[src/rtl/srct_params.svh]
`ifndef SRCT_PARAMS_SVH
`define SRCT_PARAMS_SVH

// ****************************************************************
// Register byte offsets on the Wishbone slave
// ****************************************************************
`define SRCT_OFF_SDRAM 8'h00
`define SRCT_OFF_CARD 8'h04
`define SRCT_OFF_STATUS 8'h08

// ****************************************************************
// Reset values and writable-bit masks
// ****************************************************************
`define SRCT_SDRAM_RST 16'h0000
`define SRCT_CARD_RST 16'h0000
`define SRCT_SDRAM_WMASK 16'hfffe
`define SRCT_CARD_WMASK 16'hcfff

// ****************************************************************
// SDRAM control field positions and row-multiplex codes
// ****************************************************************
`define SRCT_BIT_REFRESH_EN 2
`define SRCT_BIT_REFRESH_KIND 1
`define SRCT_AMX_LSB 3
`define SRCT_AMX_A10_X16 4'hd
`define SRCT_AMX_A11_X16 4'he
`define SRCT_AMX_A9_X16 4'h4
`define SRCT_AMX_A10_X8 4'h5
`define SRCT_AMX_A9_X32 4'h7

// ****************************************************************
// Card strobe timing field positions (MSB bit, low pair base)
// ****************************************************************
`define SRCT_A6_WAIT_TOP 15
`define SRCT_A5_WAIT_TOP 14
`define SRCT_A5_ASSERT_MSB 11
`define SRCT_A6_ASSERT_MSB 10
`define SRCT_A5_HOLD_MSB 9
`define SRCT_A6_HOLD_MSB 8
`define SRCT_A5_ASSERT_LO 6
`define SRCT_A6_ASSERT_LO 4
`define SRCT_A5_HOLD_LO 2
`define SRCT_A6_HOLD_LO 0

`endif

[src/rtl/srct_pkg.sv]
package srct_pkg;

    // ****************************************************************
    // State encodings, Gray along the usual path
    // ****************************************************************
    typedef enum logic [1:0] {
        RF_IDLE = 2'b00,
        RF_HOLD = 2'b01,
        RF_AUTO = 2'b11,
        RF_SELF = 2'b10
    } srct_rf_state_t;

    typedef enum logic [2:0] {
        CS_IDLE = 3'b000,
        CS_SETUP = 3'b001,
        CS_STROBE = 3'b011,
        CS_BURST = 3'b010,
        CS_HOLD = 3'b110
    } srct_card_state_t;

    // ****************************************************************
    // Carriers
    // ****************************************************************
    typedef struct packed {
        logic start;
        logic write;
        logic [1:0] beats;
    } srct_card_req_t;

    typedef struct packed {
        logic [5:0] first_waits;
        logic [5:0] burst_states;
        logic pin_ignored;
    } srct_wait_t;

endpackage

[src/rtl/srct_wait_decode.sv]
`timescale 1ns/1ps
module srct_wait_decode (
    input wire logic [3:0] code_in,
    output srct_pkg::srct_wait_t wait_out
);
    import srct_pkg::*;

    // ****************************************************************
    // Four-bit wait code to wait and burst-state counts
    // ****************************************************************
    logic [5:0] waits;

    // First-cycle wait table
    always_comb
    begin
        case (code_in)
            4'h0: waits = 6'h00;
            4'h1: waits = 6'h01;
            4'h2: waits = 6'h02;
            4'h3: waits = 6'h03;
            4'h4: waits = 6'h04;
            4'h5: waits = 6'h06;
            4'h6: waits = 6'h08;
            4'h7: waits = 6'h0a;
            4'h8: waits = 6'h0c;
            4'h9: waits = 6'h0e;
            4'ha: waits = 6'h12;
            4'hb: waits = 6'h16;
            4'hc: waits = 6'h1a;
            4'hd: waits = 6'h1e;
            4'he: waits = 6'h22;
            default: waits = 6'h26;
        endcase
    end

    // Burst beats take one state more than the waits, floor of two
    assign wait_out.first_waits = waits;
    assign wait_out.burst_states = (code_in <= 4'h1) ? 6'h02 : 6'(waits + 6'h01);
    assign wait_out.pin_ignored = (code_in == 4'h0);
endmodule

[src/rtl/srct_half_cycle_stage.sv]
`timescale 1ns/1ps
module srct_half_cycle_stage (
    input wire logic mclk_in,
    input wire logic rstn_in,
    input wire logic strobe_in,
    input wire logic write_in,
    output logic oe_n_out,
    output logic we_n_out
);
    import srct_pkg::*;

    // ****************************************************************
    // Falling-edge retime of the card strobes
    // ****************************************************************
    // Moving the strobe half a cycle off the address gives the .5 steps
    always_ff @(negedge mclk_in or negedge rstn_in)
    begin
        if (!rstn_in)
        begin
            oe_n_out <= 1'b1;
            we_n_out <= 1'b1;
        end
        else
        begin
            oe_n_out <= ~(strobe_in & ~write_in);
            we_n_out <= ~(strobe_in & write_in);
        end
    end
endmodule

[src/rtl/srct_top.sv]
// Design decisions made here: the address map and the Wishbone register port.
`timescale 1ns/1ps
`include "srct_params.svh"
module srct_top (
    input wire logic mclk_in,
    input wire logic rstn_in,
    input wire logic manual_rstn_in,
    input wire logic wb_cyc_in,
    input wire logic wb_stb_in,
    input wire logic wb_we_in,
    input wire logic [7:0] wb_adr_in,
    input wire logic [3:0] wb_sel_in,
    input wire logic [31:0] wb_dat_in,
    output logic [31:0] wb_dat_out,
    output logic wb_ack_out,
    input wire logic [11:0] sdram_addr_in,
    input wire logic row_phase_in,
    output logic row_a1_out,
    input wire logic refresh_req_in,
    input wire logic ext_bus_busy_in,
    output logic auto_refresh_out,
    output logic self_refresh_out,
    output logic interval_tick_out,
    input wire logic [1:0][2:0] wait_low_bits_in,
    input srct_pkg::srct_card_req_t [1:0] card_req_in,
    input wire logic [1:0] card_wait_pin_in,
    output logic [1:0] card_addr_valid_out,
    output logic [1:0] card_oe_n_out,
    output logic [1:0] card_we_n_out,
    output logic [1:0] card_beat_done_out,
    output logic [1:0] card_done_out,
    output logic [1:0] card_busy_out
);
    import srct_pkg::*;

    // ****************************************************************
    // Declarations
    // ****************************************************************
    logic [15:0] sdram_q;
    logic [15:0] card_q;
    logic ack_q;
    logic [31:0] rdat_q;
    logic [31:0] rdat_d;
    logic wr_req;
    logic hit_sdram;
    logic hit_card;
    logic [15:0] status;
    logic rf_en;
    logic rf_kind;
    logic [3:0] amx;
    logic amx_valid;
    logic row_bit;
    logic row_a1_q;
    logic bus_busy;
    srct_rf_state_t rf_q;
    logic auto_q;
    logic tick_q;
    logic [1:0][3:0] wait_code;
    logic [1:0][2:0] assert_dly;
    logic [1:0][2:0] hold_dly;
    srct_wait_t [1:0] wait_info;

    // ****************************************************************
    // Wishbone slave
    // ****************************************************************
    // One wait state: ack one cycle after the strobe, dropped the next
    assign wr_req = wb_cyc_in & wb_stb_in & wb_we_in & ~ack_q;
    assign hit_sdram = (wb_adr_in == `SRCT_OFF_SDRAM);
    assign hit_card = (wb_adr_in == `SRCT_OFF_CARD);
    assign wb_ack_out = ack_q;
    assign wb_dat_out = rdat_q;

    // Ack generation
    always_ff @(posedge mclk_in or negedge rstn_in)
    begin
        if (!rstn_in)
            ack_q <= 1'b0;
        else
            ack_q <= wb_cyc_in & wb_stb_in & ~ack_q;
    end

    // SDRAM control register, power-on reset only
    always_ff @(posedge mclk_in or negedge rstn_in)
    begin
        if (!rstn_in)
            sdram_q <= `SRCT_SDRAM_RST;
        else if (wr_req && hit_sdram)
        begin
            if (wb_sel_in[0])
                sdram_q[7:0] <= wb_dat_in[7:0] & 8'(`SRCT_SDRAM_WMASK);
            if (wb_sel_in[1])
                sdram_q[15:8] <= wb_dat_in[15:8];
        end
    end

    // Card strobe register; manual reset deliberately leaves it alone
    always_ff @(posedge mclk_in or negedge rstn_in)
    begin
        if (!rstn_in)
            card_q <= `SRCT_CARD_RST;
        else if (wr_req && hit_card)
        begin
            if (wb_sel_in[0])
                card_q[7:0] <= wb_dat_in[7:0];
            if (wb_sel_in[1])
                card_q[15:8] <= wb_dat_in[15:8] & 8'(`SRCT_CARD_WMASK >> 8);
        end
    end

    // Status view of the block's own state
    assign status = {11'h000, card_busy_out, amx_valid, rf_q == RF_HOLD, self_refresh_out};

    // Read mux, unmapped offsets read zero and ignore writes
    always_comb
    begin
        case (wb_adr_in)
            `SRCT_OFF_SDRAM: rdat_d = {16'h0000, sdram_q};
            `SRCT_OFF_CARD: rdat_d = {16'h0000, card_q};
            `SRCT_OFF_STATUS: rdat_d = {16'h0000, status};
            default: rdat_d = 32'h00000000;
        endcase
    end

    // Read data captured with the ack
    always_ff @(posedge mclk_in or negedge rstn_in)
    begin
        if (!rstn_in)
            rdat_q <= 32'h00000000;
        else if (wb_cyc_in && wb_stb_in && !ack_q)
            rdat_q <= rdat_d;
    end

    // ****************************************************************
    // Row address multiplex
    // ****************************************************************
    assign amx = sdram_q[`SRCT_AMX_LSB+3 -: 4];

    // Reserved codes select nothing, so A1 stays low
    always_comb
    begin
        amx_valid = 1'b1;
        case (amx)
            `SRCT_AMX_A10_X16: row_bit = sdram_addr_in[10];
            `SRCT_AMX_A11_X16: row_bit = sdram_addr_in[11];
            `SRCT_AMX_A9_X16: row_bit = sdram_addr_in[9];
            `SRCT_AMX_A10_X8: row_bit = sdram_addr_in[10];
            `SRCT_AMX_A9_X32: row_bit = sdram_addr_in[9];
            default:
            begin
                row_bit = 1'b0;
                amx_valid = 1'b0;
            end
        endcase
    end

    // Registered A1 drive during the row phase
    always_ff @(posedge mclk_in or negedge rstn_in)
    begin
        if (!rstn_in)
            row_a1_q <= 1'b0;
        else
            row_a1_q <= row_phase_in & row_bit;
    end
    assign row_a1_out = row_a1_q;

    // ****************************************************************
    // Refresh sequencer
    // ****************************************************************
    assign rf_en = sdram_q[`SRCT_BIT_REFRESH_EN];
    assign rf_kind = sdram_q[`SRCT_BIT_REFRESH_KIND];
    assign bus_busy = ext_bus_busy_in | (|card_busy_out);

    // One pending request at most; extra requests while waiting merge
    always_ff @(posedge mclk_in or negedge rstn_in)
    begin
        if (!rstn_in)
        begin
            rf_q <= RF_IDLE;
            auto_q <= 1'b0;
        end
        else
        begin
            auto_q <= 1'b0;
            case (rf_q)
                RF_IDLE:
                begin
                    if (rf_en && rf_kind)
                        rf_q <= bus_busy ? RF_HOLD : RF_SELF;
                    else if (rf_en && refresh_req_in)
                    begin
                        rf_q <= bus_busy ? RF_HOLD : RF_AUTO;
                        auto_q <= ~bus_busy;
                    end
                end
                RF_HOLD:
                begin
                    if (!rf_en)
                        rf_q <= RF_IDLE;
                    else if (!bus_busy)
                    begin
                        rf_q <= rf_kind ? RF_SELF : RF_AUTO;
                        auto_q <= ~rf_kind;
                    end
                end
                RF_AUTO:
                begin
                    if (rf_en && rf_kind)
                        rf_q <= bus_busy ? RF_HOLD : RF_SELF;
                    else if (rf_en && refresh_req_in)
                        rf_q <= RF_HOLD;
                    else
                        rf_q <= RF_IDLE;
                end
                RF_SELF:
                begin
                    // Requests are not looked at here
                    if (!(rf_en && rf_kind))
                        rf_q <= RF_IDLE;
                end
                default: rf_q <= RF_IDLE;
            endcase
        end
    end
    assign auto_refresh_out = auto_q;
    assign self_refresh_out = (rf_q == RF_SELF);

    // Timer tick handed on as an interval event when refresh is off
    always_ff @(posedge mclk_in or negedge rstn_in)
    begin
        if (!rstn_in)
            tick_q <= 1'b0;
        else
            tick_q <= refresh_req_in & ~rf_en;
    end
    assign interval_tick_out = tick_q;

    // ****************************************************************
    // Card area timing fields (index 0 is area 5, 1 is area 6)
    // ****************************************************************
    assign wait_code[0] = {card_q[`SRCT_A5_WAIT_TOP], wait_low_bits_in[0]};
    assign wait_code[1] = {card_q[`SRCT_A6_WAIT_TOP], wait_low_bits_in[1]};
    assign assert_dly[0] = {card_q[`SRCT_A5_ASSERT_MSB], card_q[`SRCT_A5_ASSERT_LO+1 -: 2]};
    assign assert_dly[1] = {card_q[`SRCT_A6_ASSERT_MSB], card_q[`SRCT_A6_ASSERT_LO+1 -: 2]};
    assign hold_dly[0] = {card_q[`SRCT_A5_HOLD_MSB], card_q[`SRCT_A5_HOLD_LO+1 -: 2]};
    assign hold_dly[1] = {card_q[`SRCT_A6_HOLD_MSB], card_q[`SRCT_A6_HOLD_LO+1 -: 2]};

    // ****************************************************************
    // Card strobe engines
    // ****************************************************************
    genvar g;
    generate
        for (g = 0; g < 2; g = g + 1)
        begin : g_area
            srct_card_state_t cs_q;
            logic [5:0] cnt_q;
            logic [1:0] beats_q;
            logic wr_q;
            logic strobe_q;
            logic addr_q;
            logic beat_q;
            logic done_q;
            logic stall;

            srct_wait_decode u_dec (
                .code_in(wait_code[g]),
                .wait_out(wait_info[g])
            );

            // Wait pin stretches the strobe except on code-zero first cycles
            assign stall = card_wait_pin_in[g] & ~(wait_info[g].pin_ignored && cs_q == CS_STROBE);

            // Address window, strobe window and burst beats
            always_ff @(posedge mclk_in or negedge rstn_in)
            begin
                if (!rstn_in)
                begin
                    cs_q <= CS_IDLE;
                    cnt_q <= 6'h00;
                    beats_q <= 2'h0;
                    wr_q <= 1'b0;
                    strobe_q <= 1'b0;
                    addr_q <= 1'b0;
                    beat_q <= 1'b0;
                    done_q <= 1'b0;
                end
                else if (!manual_rstn_in)
                begin
                    cs_q <= CS_IDLE;
                    strobe_q <= 1'b0;
                    addr_q <= 1'b0;
                    beat_q <= 1'b0;
                    done_q <= 1'b0;
                end
                else
                begin
                    beat_q <= 1'b0;
                    done_q <= 1'b0;
                    case (cs_q)
                        CS_IDLE:
                        begin
                            if (card_req_in[g].start)
                            begin
                                addr_q <= 1'b1;
                                wr_q <= card_req_in[g].write;
                                beats_q <= card_req_in[g].beats;
                                if (assert_dly[g] == 3'h0)
                                begin
                                    strobe_q <= 1'b1;
                                    cnt_q <= wait_info[g].first_waits;
                                    cs_q <= CS_STROBE;
                                end
                                else
                                begin
                                    cnt_q <= {3'h0, 3'(assert_dly[g] - 3'h1)};
                                    cs_q <= CS_SETUP;
                                end
                            end
                        end
                        CS_SETUP:
                        begin
                            if (cnt_q == 6'h00)
                            begin
                                strobe_q <= 1'b1;
                                cnt_q <= wait_info[g].first_waits;
                                cs_q <= CS_STROBE;
                            end
                            else
                                cnt_q <= 6'(cnt_q - 6'h01);
                        end
                        CS_STROBE, CS_BURST:
                        begin
                            if (cnt_q != 6'h00)
                                cnt_q <= 6'(cnt_q - 6'h01);
                            else if (stall)
                                cnt_q <= 6'h00;
                            else if (beats_q != 2'h0)
                            begin
                                beats_q <= 2'(beats_q - 2'h1);
                                beat_q <= 1'b1;
                                cnt_q <= 6'(wait_info[g].burst_states - 6'h01);
                                cs_q <= CS_BURST;
                            end
                            else
                            begin
                                strobe_q <= 1'b0;
                                beat_q <= 1'b1;
                                cnt_q <= {3'h0, hold_dly[g]};
                                cs_q <= CS_HOLD;
                            end
                        end
                        CS_HOLD:
                        begin
                            if (cnt_q == 6'h00)
                            begin
                                addr_q <= 1'b0;
                                done_q <= 1'b1;
                                cs_q <= CS_IDLE;
                            end
                            else
                                cnt_q <= 6'(cnt_q - 6'h01);
                        end
                        default: cs_q <= CS_IDLE;
                    endcase
                end
            end

            srct_half_cycle_stage u_half (
                .mclk_in(mclk_in),
                .rstn_in(rstn_in),
                .strobe_in(strobe_q),
                .write_in(wr_q),
                .oe_n_out(card_oe_n_out[g]),
                .we_n_out(card_we_n_out[g])
            );

            assign card_addr_valid_out[g] = addr_q;
            assign card_beat_done_out[g] = beat_q;
            assign card_done_out[g] = done_q;
            assign card_busy_out[g] = (cs_q != CS_IDLE);
        end
    endgenerate
endmodule

[config.mk]
export PLATFORM = sky130hd
export DESIGN_NAME = srct_top
export DESIGN_NICKNAME = d
export VERILOG_FILES = /design/src/rtl/srct_pkg.sv /design/src/rtl/srct_wait_decode.sv /design/src/rtl/srct_half_cycle_stage.sv /design/src/rtl/srct_top.sv
export VERILOG_INCLUDE_DIRS = /design/src /design/src/rtl
export SDC_FILE = /design/constraint.sdc
export NUM_CORES = 1
export LEC_CHECK = 0
export ABC_AREA = 1
export BUFFER_PORTS_ARGS = -buffer_cell sky130_fd_sc_hd__clkbuf_2
export CAP_MARGIN = 20
export CORE_ASPECT_RATIO = 0.9
export CORE_MARGIN = 4
export CORE_UTILIZATION = 54
export CTS_CLUSTER_SIZE = 40
export DETAILED_ROUTE_END_ITERATION = 8
export PLACE_DENSITY = 0.8
export SYNTH_ARGS = -nofsm -noshare
export SYNTH_HDL_FRONTEND = slang
export SYNTH_SLANG_ARGS = --single-unit
[constraint.sdc]
create_clock -name mclk_in -period 3 [get_ports mclk_in]
set_input_delay 0.75 -clock mclk_in [delete_from_list [all_inputs] [get_ports mclk_in]]
set_output_delay 0.75 -clock mclk_in [all_outputs]
set_load 0.02 [all_outputs]
==> results_dict.tcl <==
set metrics [dict create \
    root_buffer "clkbuf_16" \
    grt_pass1_vias 5041 \
    worst-path-buf-inv 1 \
    power_frac_comb 0.411 \
    die_width_um 118 \
    grt-ovfl-total 0 \
    drt-pass1-iter-count 7 \
    clk_latency_ns 0.40 \
    synth_cell_types 50 \
    p_seq_frac 0.325 \
    wl_per_cell_um 14.0 \
    rsz0062_at_grt "yes" \
    setup_slack_ns -0.281 \
    synthFlopType "dfrtp_1" \
    leakage_nw 3.47 \
    cp.required_ns 2.25 \
    cp-end-kind "output pin" \
    design_area_sq_um 6660 \
    r2r_slack_ns 0.54 \
    p_int_w 0.00279 \
    relSlewSlack 0.374 \
    clk_pin_slew_ns 0.07 \
    yosysTopAreaCellShare 0.353 \
    place_congestion 0.939 \
    grt_pass1_wl_um 24200 \
    viasPerCell 5.35 \
    drt_iter0_markers 421 \
    whs_ns 0.240 \
    dieArea_sq_um 12600 \
    start_util 0.564 \
    cts_setup_buffers 0 \
    drc 0 \
    finalClockSkew_ns 0.0615 \
    yosysTopAreaCell "dfrtp_1" \
    nets 1012 \
    clockBufferDepth 2 \
    rows 35 \
    synth_edf_count 0 \
    cp_top_family "flip-flops" \
    violations "negative setup slack" \
    avgSynthCellArea_sq_um 7.05 \
    p_sw_w 0.00199 \
    synthArstFlopShare 1.00 \
    vias 5591 \
    p_sw_frac 0.416 \
    p_clk_frac 0.264 \
    synthTopCellsByArea "dfrtp_1, nand2_1, inv_1, nor2_1, ha_1" \
    slowest_stage "dfstp_2" \
    layout-drive-gt1-share 0.172 \
    area_delta_synth_final_pct 13.3 \
    detail-route-antenna-nets 0 \
    worstSetupStartpointType "flip-flop" \
    layout_common_cells "nand2_1, inv_1, nor2_1" \
    worst_pin_slew_ns 0.939 \
    cts_sinks 87 \
    syn-cell-area_sq_um 5880 \
    placed_cell_area_sq_um 6280 \
    ys_warn_count 0 \
    critical_path_peak_fanout 1 \
    fill_cells 946 \
    fin_total_pwr_w 0.00477 \
    holdCritPathClass "primary input to async pin" \
    cts-htree-levels 3 \
    die-height_um 107 \
    finalHoldViolations 0 \
    antenna_found_initial 0 \
    pin_count 130 \
    setup_viol 4 \
    io_buffers 86 \
    crit_arrival_ns 2.53 \
    path_cells "buf_8" \
    ir_drop_mv 0.304 \
    power.density_nw_per_um2 717 \
    final_common_cell "nand2_1" \
    maxCapViolCount 0 \
    place_hpwl_um 10800 \
    path_class "flip-flop to output pin" \
    coreArea_sq_um 10400 \
    synth-seq-cells 87 \
    diodes 0 \
    critical_path.max_stage_delay_ns 0.53 \
    synthCells 834 \
    grtUsageTotal 0.234 \
    maxSlewViolCount 0 \
    seq_area_frac_synth 0.371 \
    cts_tree "done" \
    wl_um 14600 \
    grt_max_degree 75 \
    cts_made_buffers 9 \
    status "finished with violations" \
]
## metal layers
metal,up-vias,GRT usage,part of all wire
met3,21,0.0501,0.084
met2,256,0.355,0.43
met1,2512,0.340,0.48
li1,2802,-,-
met5,-,0,0
met4,0,0.0644,0.015
## sequential cells by signal, indices dropped and copies added, names as in the netlist, 2 cells and up
signal and flops:
wb_dat_out 16, g_area.u_half.oe_n_out 2, g_area.addr_q 2, g_area.strobe_q 2, rf_q 2, g_area.cnt_q 12, card_q 14, g_area.beats_q 4
g_area.wr_q 2, g_area.u_half.we_n_out 2, g_area.done_q 2, g_area.beat_q 2, sdram_q 15, g_area.cs_q 6
## per-stage QoR
| stage | TNS, ns | setup WS, ns | utilization | cells |
|---|---|---|---|---|
| floorplan | 0 | 0.135 | - | 849 |
| global placement | 0 | 0.104 | 0.602 | 1026 |
| detailed placement | 0 | 0.102 | 0.602 | 1026 |
| CTS | -1.19 | -0.302 | 0.638 | 1045 |
| global route | -1.23 | -0.321 | 0.639 | 1045 |
| finish | -1.11 | -0.281 | 0.639 | 1045 |
## cells by family after synthesis
kind of cell / after synthesis / share of synthesized area
AOI/OAI and AO/OA: 165 / 0.157
xor gates and xnor gates: 10 / 0.0149
adders and majority gates: 20 / 0.0426
buffers and inverters: 166 / 0.127
DFF: 87 / 0.371
other: 1 / 0.000638
and+or+nand+nor: 385 / 0.286
## final cells by class
class	instances	area, sq um	share of cell area
tap	129	161	0.0242
inverter	123	464	0.0697
multi-input combinational	596	3000	0.451
sequential	87	2180	0.328
clock inverter	9	81.3	0.0122
clock buffer	11	264	0.0397
timing repair buffer	90	503	0.0755
## timing repair
action,in CTS,in global routing
endpoints found under the setup margin,4,4
cloned,0,0
hold buffers,0,0
gates resized for setup,8,4
## Yosys cell counts, drive strengths merged (2+ instances only)
library cell / number
nor4: 2
nand4: 7
clkbuf: 5
a31oi: 4
o211ai: 2
buf: 37
xnor2: 3
xor2: 7
o31ai: 6
a221oi: 2
dfrtp: 83
a211oi: 3
nor2: 95
dfstp: 4
nand3: 42
o22ai: 7
a21oi: 44
inv: 123
or2: 4
ha: 20
o2111ai: 2
o21ai: 90
nand2: 222
nor3: 11
## final timing paths
kind                                                     startpoint                                  end  cells past startpoint
worst min-delay path                                        rstn_in           g_area[0].done_q$_DFF_PN0_                      1
worst min register to register              sdram_q[15]$_DFFE_PN0P_              sdram_q[15]$_DFFE_PN0P_                      2
min in group mclk_in                        sdram_q[15]$_DFFE_PN0P_              sdram_q[15]$_DFFE_PN0P_                      2
worst max-delay path            g_area[1].u_half.we_n_out$_DFF_NN1_                     card_we_n_out[1]                      1
max in group asynchronous                                   rstn_in  g_area[1].u_half.oe_n_out$_DFF_NN1_                      1
worst max register to register               card_q[14]$_DFFE_PN0P_       g_area[0].cnt_q[4]$_DFFE_PN0P_                     16
## power groups by stage
stage | sequential, W | clock [W] | combinational, W
final | 0.00155 | 0.00126 | 0.00196
after CTS | 0.00154 | 0.00127 | 0.00192
after global routing | 0.00158 | 0.00133 | 0.00221
after floorplan | 0.00151 | 0.0000104 | 0.00149
after detailed placement | 0.00156 | 0.0000104 | 0.00187
after global placement | 0.00155 | 0.0000104 | 0.00185
Power figures use the tool's default switching activity.
